`config.mk`:
```
export PLATFORM = sky130hd
export DESIGN_NAME = event_dio_core
export DESIGN_NICKNAME = d
export VERILOG_FILES = /design/src/inc/event_dio_pkg.sv /design/src/logic/event_dio_core.sv
export SDC_FILE = /design/constraint.sdc
export NUM_CORES = 1
export LEC_CHECK = 0
export BUFFER_PORTS_ARGS = -buffer_cell sky130_fd_sc_hd__buf_4
export CAP_MARGIN = 0
export CORE_MARGIN = 1.5
export CORE_UTILIZATION = 42
export DETAILED_ROUTE_END_ITERATION = 8
export GPL_ROUTABILITY_DRIVEN = 0
export PLACE_DENSITY_LB_ADDON = 0.15
export REMOVE_ABC_BUFFERS = 1
export SETUP_SLACK_MARGIN = 0.2
export SLEW_MARGIN = 30
export SYNTH_ARGS = -nofsm -noshare
export SYNTH_HDL_FRONTEND = slang
export SYNTH_SLANG_ARGS = --single-unit
```
`constraint.sdc`:
```
create_clock -name clk -period 2.5 [get_ports clk]
set_input_delay 0.25 -clock clk [delete_from_list [all_inputs] [get_ports clk]]
set_output_delay 0.25 -clock clk [all_outputs]
set_load 0.005 [all_outputs]
```
`src/inc/event_dio_pkg.sv`:
```
// shared constants and the state type of the event clear, sag/surge and pin config block
package event_dio_pkg;

  // ==========================================
  // register offsets
  localparam logic [15:0] OFS_PIN_FUNC = 16'h0046;
  localparam logic [15:0] OFS_EVENT_CLEAR = 16'h0092;
  localparam logic [15:0] OFS_THERM_VOLT = 16'h001A;

  // ==========================================
  // event bit positions
  localparam int EV_TOP = 15;
  localparam int EV_SLOW_LOW = 8;
  localparam int EV_DIP = 7;
  localparam int EV_SPIKE = 6;
  localparam logic [15:0] EV_IMPL_MASK = 16'hFFC0;

  // ==========================================
  // pin function codes and field layout
  localparam int PIN_COUNT = 4;
  localparam int CODE_W = 3;
  localparam int CFG_W = 12;
  localparam logic [2:0] CODE_STD = 3'h5;
  localparam logic [2:0] CODE_CRIT = 3'h4;
  localparam logic [2:0] CODE_SPECIAL = 3'h3;
  localparam logic [2:0] CODE_INPUT = 3'h2;
  localparam logic [11:0] CFG_RESET = 12'h0492;
  localparam int THERM_PIN = 2;

  // ==========================================
  // whole state of the block
  typedef struct packed {
    logic [11:0] cfg;
    logic [15:0] clr;
    logic [15:0] flags;
    logic [15:0] test;
    logic multi;
    logic strap_done;
    logic [15:0] rdata;
    logic rvalid;
    logic [15:0] therm;
    logic [3:0] sys_word;
    logic [1:0] addr_bits;
    logic std_out;
    logic crit_out;
  } state_t;

endpackage

```
`src/logic/event_dio_core.sv`:
```
// event clear, fast sag/surge detection and configurable pin control
//
// Summary of operation
// writing one clears matching latched event flag
// unimplemented clear and config bits read zero
// other events evaluated once per computation cycle
// sag and surge checked at every data-ready
// trailing mean square compared to both limits
// sag and surge set without hold qualification
// masked sag or surge drives notification pin high
// events stay latched until host clears them
// notification pins follow their class event masks
// pins default to input, mirrored in status
// strap low at reset makes pins 0-1 address
// strap high allows any code on pins 0-1
// temperature code on pin 2 fills thermistor register
// pin 2 output role reports thermistor zero
// three-bit function code per pin, fixed positions
// codes 101 standard, 100 critical, 010 input
// code 011 temperature on pin 2, address 0-1
// clear bits self-return after flag and test clear
// clearing a forced event also drops test bit
// multi-device mode ignores codes for pins 0-1
`timescale 1ns/100ps
`default_nettype none

module event_dio_core #(
  parameter int MS_W = 32
) (
  input wire logic clk,
  input wire logic sys_rst,
  input wire logic [15:0] reg_addr,
  input wire logic reg_wr,
  input wire logic reg_rd,
  input wire logic [15:0] reg_wdata,
  output logic [15:0] reg_rdata,
  output logic reg_rvalid,
  input wire logic compute_tick,
  input wire logic [7:0] slow_cond,
  input wire logic data_ready,
  input wire logic [MS_W-1:0] trailing_ms,
  input wire logic [MS_W-1:0] dip_limit,
  input wire logic [MS_W-1:0] spike_limit,
  input wire logic [15:0] test_set,
  input wire logic [15:0] std_mask,
  input wire logic [15:0] crit_mask,
  input wire logic mode_strap,
  input wire logic [15:0] therm_adc,
  input wire logic [3:0] pin_in,
  output logic [3:0] pin_out,
  output logic [3:0] pin_oe,
  output logic [15:0] event_flags,
  output logic [15:0] event_test,
  output logic [3:0] system_state_word,
  output logic bus_addr_bit_0,
  output logic bus_addr_bit_1,
  output logic multi_device
);

  // ==========================================
  // state and effective pin functions
  event_dio_pkg::state_t cur;
  event_dio_pkg::state_t next_cur;
  logic [2:0] eff_code [event_dio_pkg::PIN_COUNT];
  logic [15:0] clear_now;
  logic [15:0] set_now;
  logic dip_hit;
  logic spike_hit;

  // pins 0-1 are address inputs in multi mode whatever the stored code says
  always_comb begin
    for (int i = 0; i < event_dio_pkg::PIN_COUNT; i++) begin
      eff_code[i] = cur.cfg[i*event_dio_pkg::CODE_W +: event_dio_pkg::CODE_W];
      if (i < 2 && cur.multi) begin
        eff_code[i] = event_dio_pkg::CODE_SPECIAL;
      end
    end
  end

  assign dip_hit = data_ready && (trailing_ms < dip_limit);
  assign spike_hit = data_ready && (trailing_ms > spike_limit);

  // ==========================================
  // next-state logic
  always_comb begin
    next_cur = cur;
    clear_now = 16'h0000;
    if (reg_wr && reg_addr == event_dio_pkg::OFS_EVENT_CLEAR) begin
      clear_now = reg_wdata & event_dio_pkg::EV_IMPL_MASK;
    end
    set_now = 16'h0000;
    if (compute_tick) begin
      set_now[event_dio_pkg::EV_TOP:event_dio_pkg::EV_SLOW_LOW] = slow_cond;
    end
    // no hold counter: a single data-ready comparison sets the flag
    set_now[event_dio_pkg::EV_DIP] = dip_hit;
    set_now[event_dio_pkg::EV_SPIKE] = spike_hit;

    // set beats clear so an event in the clearing cycle is kept
    next_cur.test = ((cur.test & ~clear_now) | test_set) & event_dio_pkg::EV_IMPL_MASK;
    next_cur.flags = ((cur.flags & ~clear_now) | set_now | test_set) & event_dio_pkg::EV_IMPL_MASK;
    next_cur.clr = (clear_now | (cur.clr & (cur.flags | cur.test))) & event_dio_pkg::EV_IMPL_MASK;

    // strap caught once, on the first edge after reset release
    if (!cur.strap_done) begin
      next_cur.strap_done = 1'b1;
      next_cur.multi = ~mode_strap;
    end

    if (reg_wr && reg_addr == event_dio_pkg::OFS_PIN_FUNC) begin
      next_cur.cfg = reg_wdata[event_dio_pkg::CFG_W-1:0];
      if (cur.multi) begin
        next_cur.cfg[5:0] = cur.cfg[5:0];
      end
    end

    next_cur.rvalid = reg_rd;
    next_cur.rdata = 16'h0000;
    if (reg_rd) begin
      unique case (reg_addr)
        event_dio_pkg::OFS_PIN_FUNC: next_cur.rdata = {4'h0, cur.cfg};
        event_dio_pkg::OFS_EVENT_CLEAR: next_cur.rdata = cur.clr & event_dio_pkg::EV_IMPL_MASK;
        event_dio_pkg::OFS_THERM_VOLT: next_cur.rdata = cur.therm;
        default: next_cur.rdata = 16'h0000;
      endcase
    end

    next_cur.std_out = |(cur.flags & std_mask);
    next_cur.crit_out = |(cur.flags & crit_mask);

    if (eff_code[event_dio_pkg::THERM_PIN] == event_dio_pkg::CODE_SPECIAL) begin
      next_cur.therm = therm_adc;
    end else begin
      next_cur.therm = 16'h0000;
    end

    for (int i = 0; i < event_dio_pkg::PIN_COUNT; i++) begin
      next_cur.sys_word[i] = (eff_code[i] == event_dio_pkg::CODE_INPUT) ? pin_in[i] : 1'b0;
    end
    next_cur.addr_bits[0] = (eff_code[0] == event_dio_pkg::CODE_SPECIAL) ? pin_in[0] : 1'b0;
    next_cur.addr_bits[1] = (eff_code[1] == event_dio_pkg::CODE_SPECIAL) ? pin_in[1] : 1'b0;
  end

  always_ff @(posedge clk or posedge sys_rst) begin
    if (sys_rst) begin
      cur <= '0;
      cur.cfg <= event_dio_pkg::CFG_RESET;
    end else begin
      cur <= next_cur;
    end
  end

  // ==========================================
  // pin drivers; unused codes leave the pin undriven
  always_comb begin
    for (int i = 0; i < event_dio_pkg::PIN_COUNT; i++) begin
      pin_oe[i] = 1'b0;
      pin_out[i] = 1'b0;
      if (eff_code[i] == event_dio_pkg::CODE_STD) begin
        pin_oe[i] = 1'b1;
        pin_out[i] = cur.std_out;
      end else if (eff_code[i] == event_dio_pkg::CODE_CRIT) begin
        pin_oe[i] = 1'b1;
        pin_out[i] = cur.crit_out;
      end
    end
  end

  assign reg_rdata = cur.rdata;
  assign reg_rvalid = cur.rvalid;
  assign event_flags = cur.flags;
  assign event_test = cur.test;
  assign system_state_word = cur.sys_word;
  assign bus_addr_bit_0 = cur.addr_bits[0];
  assign bus_addr_bit_1 = cur.addr_bits[1];
  assign multi_device = cur.multi;

  // ==========================================
  // checks
  a_clear_drops_flag: assert property (@(posedge clk) disable iff (sys_rst)
    (reg_wr && reg_addr == event_dio_pkg::OFS_EVENT_CLEAR && reg_wdata[15] && !compute_tick && !test_set[15])
    |=> !event_flags[15])
    else $error("written clear bit did not drop its flag");

  a_unimpl_reads_zero: assert property (@(posedge clk) disable iff (sys_rst)
    reg_rvalid |->
      ($past(reg_addr) != event_dio_pkg::OFS_EVENT_CLEAR || reg_rdata[5:0] == 6'h00)
      && ($past(reg_addr) != event_dio_pkg::OFS_PIN_FUNC || reg_rdata[15:12] == 4'h0))
    else $error("unimplemented bits read nonzero");

  a_slow_only_tick: assert property (@(posedge clk) disable iff (sys_rst)
    (!compute_tick && test_set[9] == 1'b0 && !event_flags[9]) |=> !event_flags[9])
    else $error("slow event set without a computation tick");

  a_dip_on_ready: assert property (@(posedge clk) disable iff (sys_rst)
    (data_ready && trailing_ms < dip_limit) |=> event_flags[7])
    else $error("sag not flagged on data ready");

  a_spike_on_ready: assert property (@(posedge clk) disable iff (sys_rst)
    (data_ready && trailing_ms > spike_limit) |=> event_flags[6])
    else $error("surge not flagged on data ready");

  a_event_stays_latched: assert property (@(posedge clk) disable iff (sys_rst)
    (event_flags[7] && !(reg_wr && reg_addr == event_dio_pkg::OFS_EVENT_CLEAR && reg_wdata[7]))
    |=> event_flags[7])
    else $error("latched event lost without clear");

  a_std_pin_follows: assert property (@(posedge clk) disable iff (sys_rst)
    (|(event_flags & std_mask) && $stable(std_mask) && eff_code[3] == event_dio_pkg::CODE_STD)
    |=> ##0 (eff_code[3] != event_dio_pkg::CODE_STD || (pin_out[3] && pin_oe[3])))
    else $error("standard pin not driven for masked event");

  a_input_not_driven: assert property (@(posedge clk) disable iff (sys_rst)
    (eff_code[2] == event_dio_pkg::CODE_INPUT) |-> !pin_oe[2])
    else $error("input-role pin is driven");

  a_multi_keeps_cfg: assert property (@(posedge clk) disable iff (sys_rst)
    (multi_device && reg_wr && reg_addr == event_dio_pkg::OFS_PIN_FUNC) |=> $stable(cur.cfg[5:0]))
    else $error("address pin codes changed in multi mode");

  a_therm_zero_out: assert property (@(posedge clk) disable iff (sys_rst)
    (eff_code[2] == event_dio_pkg::CODE_STD || eff_code[2] == event_dio_pkg::CODE_CRIT) |=> cur.therm == 16'h0000)
    else $error("thermistor value nonzero with pin 2 as output");

  a_test_bit_cleared: assert property (@(posedge clk) disable iff (sys_rst)
    (reg_wr && reg_addr == event_dio_pkg::OFS_EVENT_CLEAR && reg_wdata[8] && !test_set[8]) |=> !event_test[8])
    else $error("forcing test bit survived a clear");

  a_clear_bit_returns: assert property (@(posedge clk) disable iff (sys_rst)
    (cur.clr[10] && !event_flags[10] && !event_test[10]
      && !(reg_wr && reg_addr == event_dio_pkg::OFS_EVENT_CLEAR && reg_wdata[10])) |=> !cur.clr[10])
    else $error("clear bit did not return to zero");

  // ==========================================
  // further checks; mirror checks wait for strap_done because the edge
  // that releases reset still holds the reset state and must not be judged
  a_crit_pin_follows: assert property (@(posedge clk) disable iff (sys_rst)
    (|(event_flags & crit_mask) && eff_code[2] == event_dio_pkg::CODE_CRIT)
    |=> (eff_code[2] != event_dio_pkg::CODE_CRIT || (pin_out[2] && pin_oe[2])))
    else $error("critical pin not driven for masked event");

  a_std_pin_quiet: assert property (@(posedge clk) disable iff (sys_rst)
    (!(|(event_flags & std_mask)) && eff_code[3] == event_dio_pkg::CODE_STD)
    |=> !pin_out[3])
    else $error("standard pin active with no masked event");

  a_dip_needs_ready: assert property (@(posedge clk) disable iff (sys_rst)
    (!data_ready && !test_set[7] && !event_flags[7])
    |=> !event_flags[7])
    else $error("sag flag set without data ready");

  a_spike_needs_ready: assert property (@(posedge clk) disable iff (sys_rst)
    (!data_ready && !test_set[6] && !event_flags[6])
    |=> !event_flags[6])
    else $error("surge flag set without data ready");

  a_spike_strict: assert property (@(posedge clk) disable iff (sys_rst)
    (data_ready && trailing_ms <= spike_limit && !test_set[6] && !event_flags[6])
    |=> !event_flags[6])
    else $error("surge flagged at or below its limit");

  a_slow_on_tick: assert property (@(posedge clk) disable iff (sys_rst)
    (compute_tick && slow_cond[0])
    |=> event_flags[8])
    else $error("slow event missed on computation tick");

  a_spike_no_hold: assert property (@(posedge clk) disable iff (sys_rst)
    (data_ready && trailing_ms > spike_limit && !event_flags[6])
    |=> $rose(event_flags[6]))
    else $error("surge flag not set at once");

  a_loose_bits_zero: assert property (@(posedge clk) disable iff (sys_rst)
    event_flags[5:0] == 6'h00
    && event_test[5:0] == 6'h00)
    else $error("unimplemented event bits nonzero");

  a_multi_from_strap: assert property (@(posedge clk) disable iff (sys_rst)
    $rose(cur.strap_done)
    |-> multi_device == !$past(mode_strap))
    else $error("mode does not follow the strap");

  a_multi_holds: assert property (@(posedge clk) disable iff (sys_rst)
    cur.strap_done
    |=> $stable(multi_device))
    else $error("mode changed after strap sampling");

  a_addr_pin_mirror: assert property (@(posedge clk) disable iff (sys_rst)
    (cur.strap_done && eff_code[0] == event_dio_pkg::CODE_SPECIAL)
    |=> bus_addr_bit_0 == $past(pin_in[0]))
    else $error("address bit does not follow its pin");

  a_addr_zero_else: assert property (@(posedge clk) disable iff (sys_rst)
    (eff_code[1] != event_dio_pkg::CODE_SPECIAL)
    |=> !bus_addr_bit_1)
    else $error("address bit set outside address role");

  a_multi_addr_role: assert property (@(posedge clk) disable iff (sys_rst)
    multi_device |-> (eff_code[0] == event_dio_pkg::CODE_SPECIAL && eff_code[1] == event_dio_pkg::CODE_SPECIAL
      && !pin_oe[0] && !pin_oe[1]))
    else $error("address pins not in address role");

  a_input_mirrored: assert property (@(posedge clk) disable iff (sys_rst)
    (cur.strap_done && eff_code[3] == event_dio_pkg::CODE_INPUT)
    |=> system_state_word[3] == $past(pin_in[3]))
    else $error("input pin level not mirrored");

  a_other_not_mirrored: assert property (@(posedge clk) disable iff (sys_rst)
    (eff_code[1] != event_dio_pkg::CODE_INPUT)
    |=> !system_state_word[1])
    else $error("non-input pin mirrored in status");

  a_therm_follows: assert property (@(posedge clk) disable iff (sys_rst)
    (cur.strap_done && eff_code[2] == event_dio_pkg::CODE_SPECIAL)
    |=> cur.therm == $past(therm_adc))
    else $error("thermistor value does not follow the sensor");

  a_out_code_drives: assert property (@(posedge clk) disable iff (sys_rst)
    (eff_code[3] == event_dio_pkg::CODE_STD || eff_code[3] == event_dio_pkg::CODE_CRIT)
    |-> pin_oe[3])
    else $error("notification pin not driven");

  a_unused_undriven: assert property (@(posedge clk) disable iff (sys_rst)
    (eff_code[1] != event_dio_pkg::CODE_STD && eff_code[1] != event_dio_pkg::CODE_CRIT)
    |-> (!pin_oe[1] && !pin_out[1]))
    else $error("pin driven outside notification role");

  a_cfg_write_lands: assert property (@(posedge clk) disable iff (sys_rst)
    (reg_wr && reg_addr == event_dio_pkg::OFS_PIN_FUNC && !multi_device)
    |=> cur.cfg == $past(reg_wdata[11:0]))
    else $error("pin function write did not land");

  a_clear_bit_sets: assert property (@(posedge clk) disable iff (sys_rst)
    (reg_wr && reg_addr == event_dio_pkg::OFS_EVENT_CLEAR && reg_wdata[9])
    |=> cur.clr[9])
    else $error("written clear bit not shown");

  a_zero_write_keeps: assert property (@(posedge clk) disable iff (sys_rst)
    (event_flags[8] && reg_wr && reg_addr == event_dio_pkg::OFS_EVENT_CLEAR && !reg_wdata[8])
    |=> event_flags[8])
    else $error("zero clear bit dropped its flag");

endmodule

`default_nettype wire

```
* Word level (Yosys, flattened, before mapping)
Cells that the tools add are included.
Cells by class: magnitude comparators 2, equal/unequal tests 18, mux-type cells 29, bitwise logic cells 13, reduce and logical (&&, ||, !) cells 7
Operators with widths (number):
- 16-bit bitwise AND | 5
- 16-bit bitwise OR | 5
- 16-bit 2-to-1 mux | 3
- 16-bit one-hot mux with 3 select lines | 1
- 32-bit greater-than comparator | 1
- 32-bit less-than comparator | 1
- 16-bit OR reduction | 2
- 3-bit equality test, second input constant | 8
- 1-bit 2-to-1 mux | 22
- 3-bit by 2-bit equality test with 1-bit output, second input constant | 7
- 16-bit by 5-bit equality test with 1-bit output, second input constant | 1
- 16-bit by 7-bit equality test with 1-bit output, second input constant | 1
- 16-bit by 8-bit equality test with 1-bit output, second input constant | 1
- 16-bit inverter | 1
- 8-bit 2-to-1 mux | 1
- 3-bit 2-to-1 mux | 2
- 1-bit logical AND | 4
- 1-bit inverter | 2
- 2-bit AND reduction | 1
Word-level totals: register bits after elaboration 85, output and inout port bits 64

* Longest topological paths before layout
depth after elaboration 7, mapped depth 8, gate-level depth less buffers 8

* Worst setup path after synthesis
Ideal clock, no wire load.
path kind input-to-reg, start input reg_addr[9], end register cur[91] in the netlist's numbering, setup time 0.125 ns, arrival time 1.717 ns, data required time 2.375 ns, slack 0.658 ns, cell stages on the path 7, path buffers 1, cells stage by stage nor4_2 nand3_2 nor3_4 nand2_4 or2_1 buf_6 mux2_4
On the way: longest elaborated chain between the ends 3
Ends and longest elaborated chain:
- start: declaration | line event_dio_core.sv:32 | input wire logic [15:0] reg_addr,
- 16-bit by 7-bit equality test with 1-bit output | line event_dio_core.sv:110 | if (reg_wr && reg_addr == event_dio_pkg::OFS_PIN_FUNC) begin
- 1-bit logical AND | line event_dio_core.sv:110
- 2-bit AND reduction (no line)
- end signal: assignment | line event_dio_core.sv:149 | cur <= next_cur;
- end: declaration | line event_dio_core.sv:62 | event_dio_pkg::state_t cur;
Every way passes these cells. A chain may end at the register's enable or synchronous reset.

==> reports/results.ini <==
[status]
status=complete, no violations

[global_routing]
grt_use_total_pct=21.7
grt_pass1_vias=4714
antenna_found_initial=0
grt_max_degree=61
grt.overflow.total=0
grt_pass1_wl_mm=22.3

[drt]
viasPerCell=5.04
wirelength_mm=14.6
via_count=4653
drt-met1-wl_mm=5.85
drt_pre_antenna_iters=4
wl_met2_mm=7.36
dr.max_layer_used=met4
drt_iter0_markers=198
drc_errors=0
routed-wl-met3_um=998
post_drt_wl_per_cell_um=15.8
antenna_left=0

[worst_setup_path]
crit_end=event_flags[7]
rr_worst_depth=2
endpoint_kind=register
worstPathRequired_ns=2.72
cp-startpoint=trailing_ms[11]
reg2reg_from=multi_device
crit_path_start_kind=input pin
reg2reg_slack_ns=1.12
worstPathArrival_ns=1.99
path_class=in2reg
r2r_end=cur[91]
crit_path_max_fanout=3

[power]
p_switching_mw=0.813
p_comb_share_pct=17.3
vdd_ir_drop_max_mv=0.274
pwr-share-seq_pct=43.9
swShare_pct=25.4
p_leak_nw=3.77
clkPwrFrac_pct=38.8
powerDensity_nw_per_um2=437
p_int_mw=2.39

[timing]
fin_crit_sh_pct=70.8
hold_viol_final=0
period_minus_slack_ns=1.77
fin_skew_ns=0.00817
slew_violations=0
rsz0062_at_grt=false
fin_setup_tns_ns=0
max_clock_freq_mhz=565
setup_viol=0
setup_ws_ns=0.730

[logic_synthesis]
async_flop_share_pct=100
synth_adder_area_share_pct=14.8
yosysWarnings=0
syn_area_um2=5330
synth_cell_type_count=52
ys_seq_area_share_pct=40.0
synth_edf_count=0
synth_top_family_by_area=adder cells
synth_ff_type=dfrtp_1
synthXorXnorAreaFrac_pct=0
synthCells=539
yosys.area_share.simple_pct=14.3
synthMuxAreaShare_pct=3.71
ys_ff_latch=85
synth_area_per_cell_um2=9.89
synth-compound-area-share_pct=14.0

[layout]
area_growth_syn_to_layout_pct=37.5
n_antenna_cell=0
fin_area_um2=7330
drive_above_1_share_pct=38.2
layout.nets=1025

[clock_network]
cts_resized=0
post-cts-setup-buffers=0
cts_tree=yes
numClockSinks=85
insertion_delay_ns=0.33
htreeDepth=3
cts.path.max_buffers=2
clk_pin_slew_worst_paths_ns=0.07
cts_hold_buffers=1
cts_buffers=9
cts_root_buf=clkbuf_16

[floorplanning]
core_area_um2=12200
dieHeight_um=116
rows=40
ios=275
initial_core_util_pct=43.7
die_width_um=116
dieArea_um2=13400

[placed_design]
pre_cts_ws_ns=0.410
port-buffer-count=244
postPlaceCellArea_um2=7040
place_hpwl_mm=12.2

[job]
maxCapViolations=0

[worst_hold_path]
worstHoldPathType=in2reg

[power groups by stage]
| stage | clock network [mW] | registers [mW] | logic (mW) |
|---|---|---|---|
| 6_report | 1.24 | 1.41 | 0.555 |
| 3_5_place_dp | 0 | 1.43 | 0.554 |
| 5_1_grt | 1.33 | 1.41 | 0.620 |
| 3_3_place_gp | 0 | 1.43 | 0.530 |
| 2_1_floorplan | 0 | 1.43 | 0.220 |
| 4_1_cts | 1.27 | 1.41 | 0.558 |
[critical path, stage by stage]
cell and delay [ns]:
buf_4 0.12, ha_1 0.31, nand4_1 0.18, nor4_1 0.32, a32oi_1 0.14, a21oi_1 0.24
o211ai_1 0.11, a221o_1 0.32
[per-layer routing]
metal,vias to the layer above,GRT usage (%)
met5,-,0
met4,0,7.40
met3,28,5.91
met2,189,38.8
met1,2177,25.0
li1,2259,-
[worst min-delay path by stage]
stage,from,end,cells after the start
floorplan,reg_rd,reg_rvalid,0
global placement,sys_rst,reg_rdata[3],2
detailed placement,sys_rst,reg_rdata[3],2
CTS,test_set[12],event_test[12],2
global route,test_set[15],event_test[15],2
finish,test_set[12],event_test[12],2
[cell usage in the layout (no fill, tap or decap), drive strengths merged, types with 2 or more instances in the layout]
cell type	count
ha	63
o211ai	2
a22oi	16
nand2	37
nor4b	2
a31oi	2
a21oi	23
clkinv	4
and4	4
buf	250
a21o	12
conb	13
nand2b	2
clkbuf	9
nand4	13
nor2b	19
mux2	12
dfrtp	81
a221oi	5
mux2i	4
nor4	6
a22o	2
inv	71
a221o	10
nor3	7
and2	16
nand3	7
dfstp	4
nor4bb	2
a222oi	6
o21ai	21
nor2	18
[kinds of logic after synthesis]
family | Yosys count
flip-flops | 85
adder cells (fa/ha/maj) | 63
AND/OR/NAND/NOR | 136
other | 2
multiplexers | 16
AO/OA/AOI/OAI | 107
buffers and inverters | 130
[flip-flops by register name (all words and copies together) (netlist names)]
register / count
reg_rvalid: 1
multi_device: 1
bus_addr_bit_0: 1
cur: 41
event_test: 10
bus_addr_bit_1: 1
reg_rdata: 16
system_state_word: 4
event_flags: 10
[layout make-up]
class | instances | area [um^2]
fillers | 1069 | 4880
clock buffers | 9 | 225
inverters | 69 | 260
clock inverters | 7 | 55.1
repair buffers | 251 | 1900
multi-input cells | 335 | 2550
well taps | 168 | 210
flip-flops and latches | 85 | 2130
[synth_stat cells (5+ instances only)]
master     n  area (um^2)
and2_1    16          100
a221o_1   10          100
nor2_1    18         67.6
buf_4     52          390
inv_1     69          259
nor4_1     5         31.3
ha_1      63          788
a21oi_1   23          115
mux2_4     6         90.1
mux2_2     6         67.6
nand3_1    6         30.0
nand2_1   36          135
o21ai_0   21          105
nor2b_1   19          119
a22oi_1   16          120
nor3_1     5         25.0
dfrtp_1   81         2030
a221oi_1   5         43.8
nand4_1   13         81.3
clkbuf_1   5         18.8
a222oi_1   6         60.1
a21o_1    12         90.1
[stage by stage]
stage	utilization, %	std cells	power (mW)	hold WS, ns
6_report	60.0	924	3.21	0.0997
5_1_grt	60.0	924	3.36	0.0889
4_1_cts	60.0	924	3.23	0.0902
3_5_place_dp	57.6	907	1.99	0.282
3_3_place_gp	57.6	907	1.96	0.284
2_1_floorplan	-	489	1.65	0.281
Note: power is estimated with default switching activity, not from simulation.
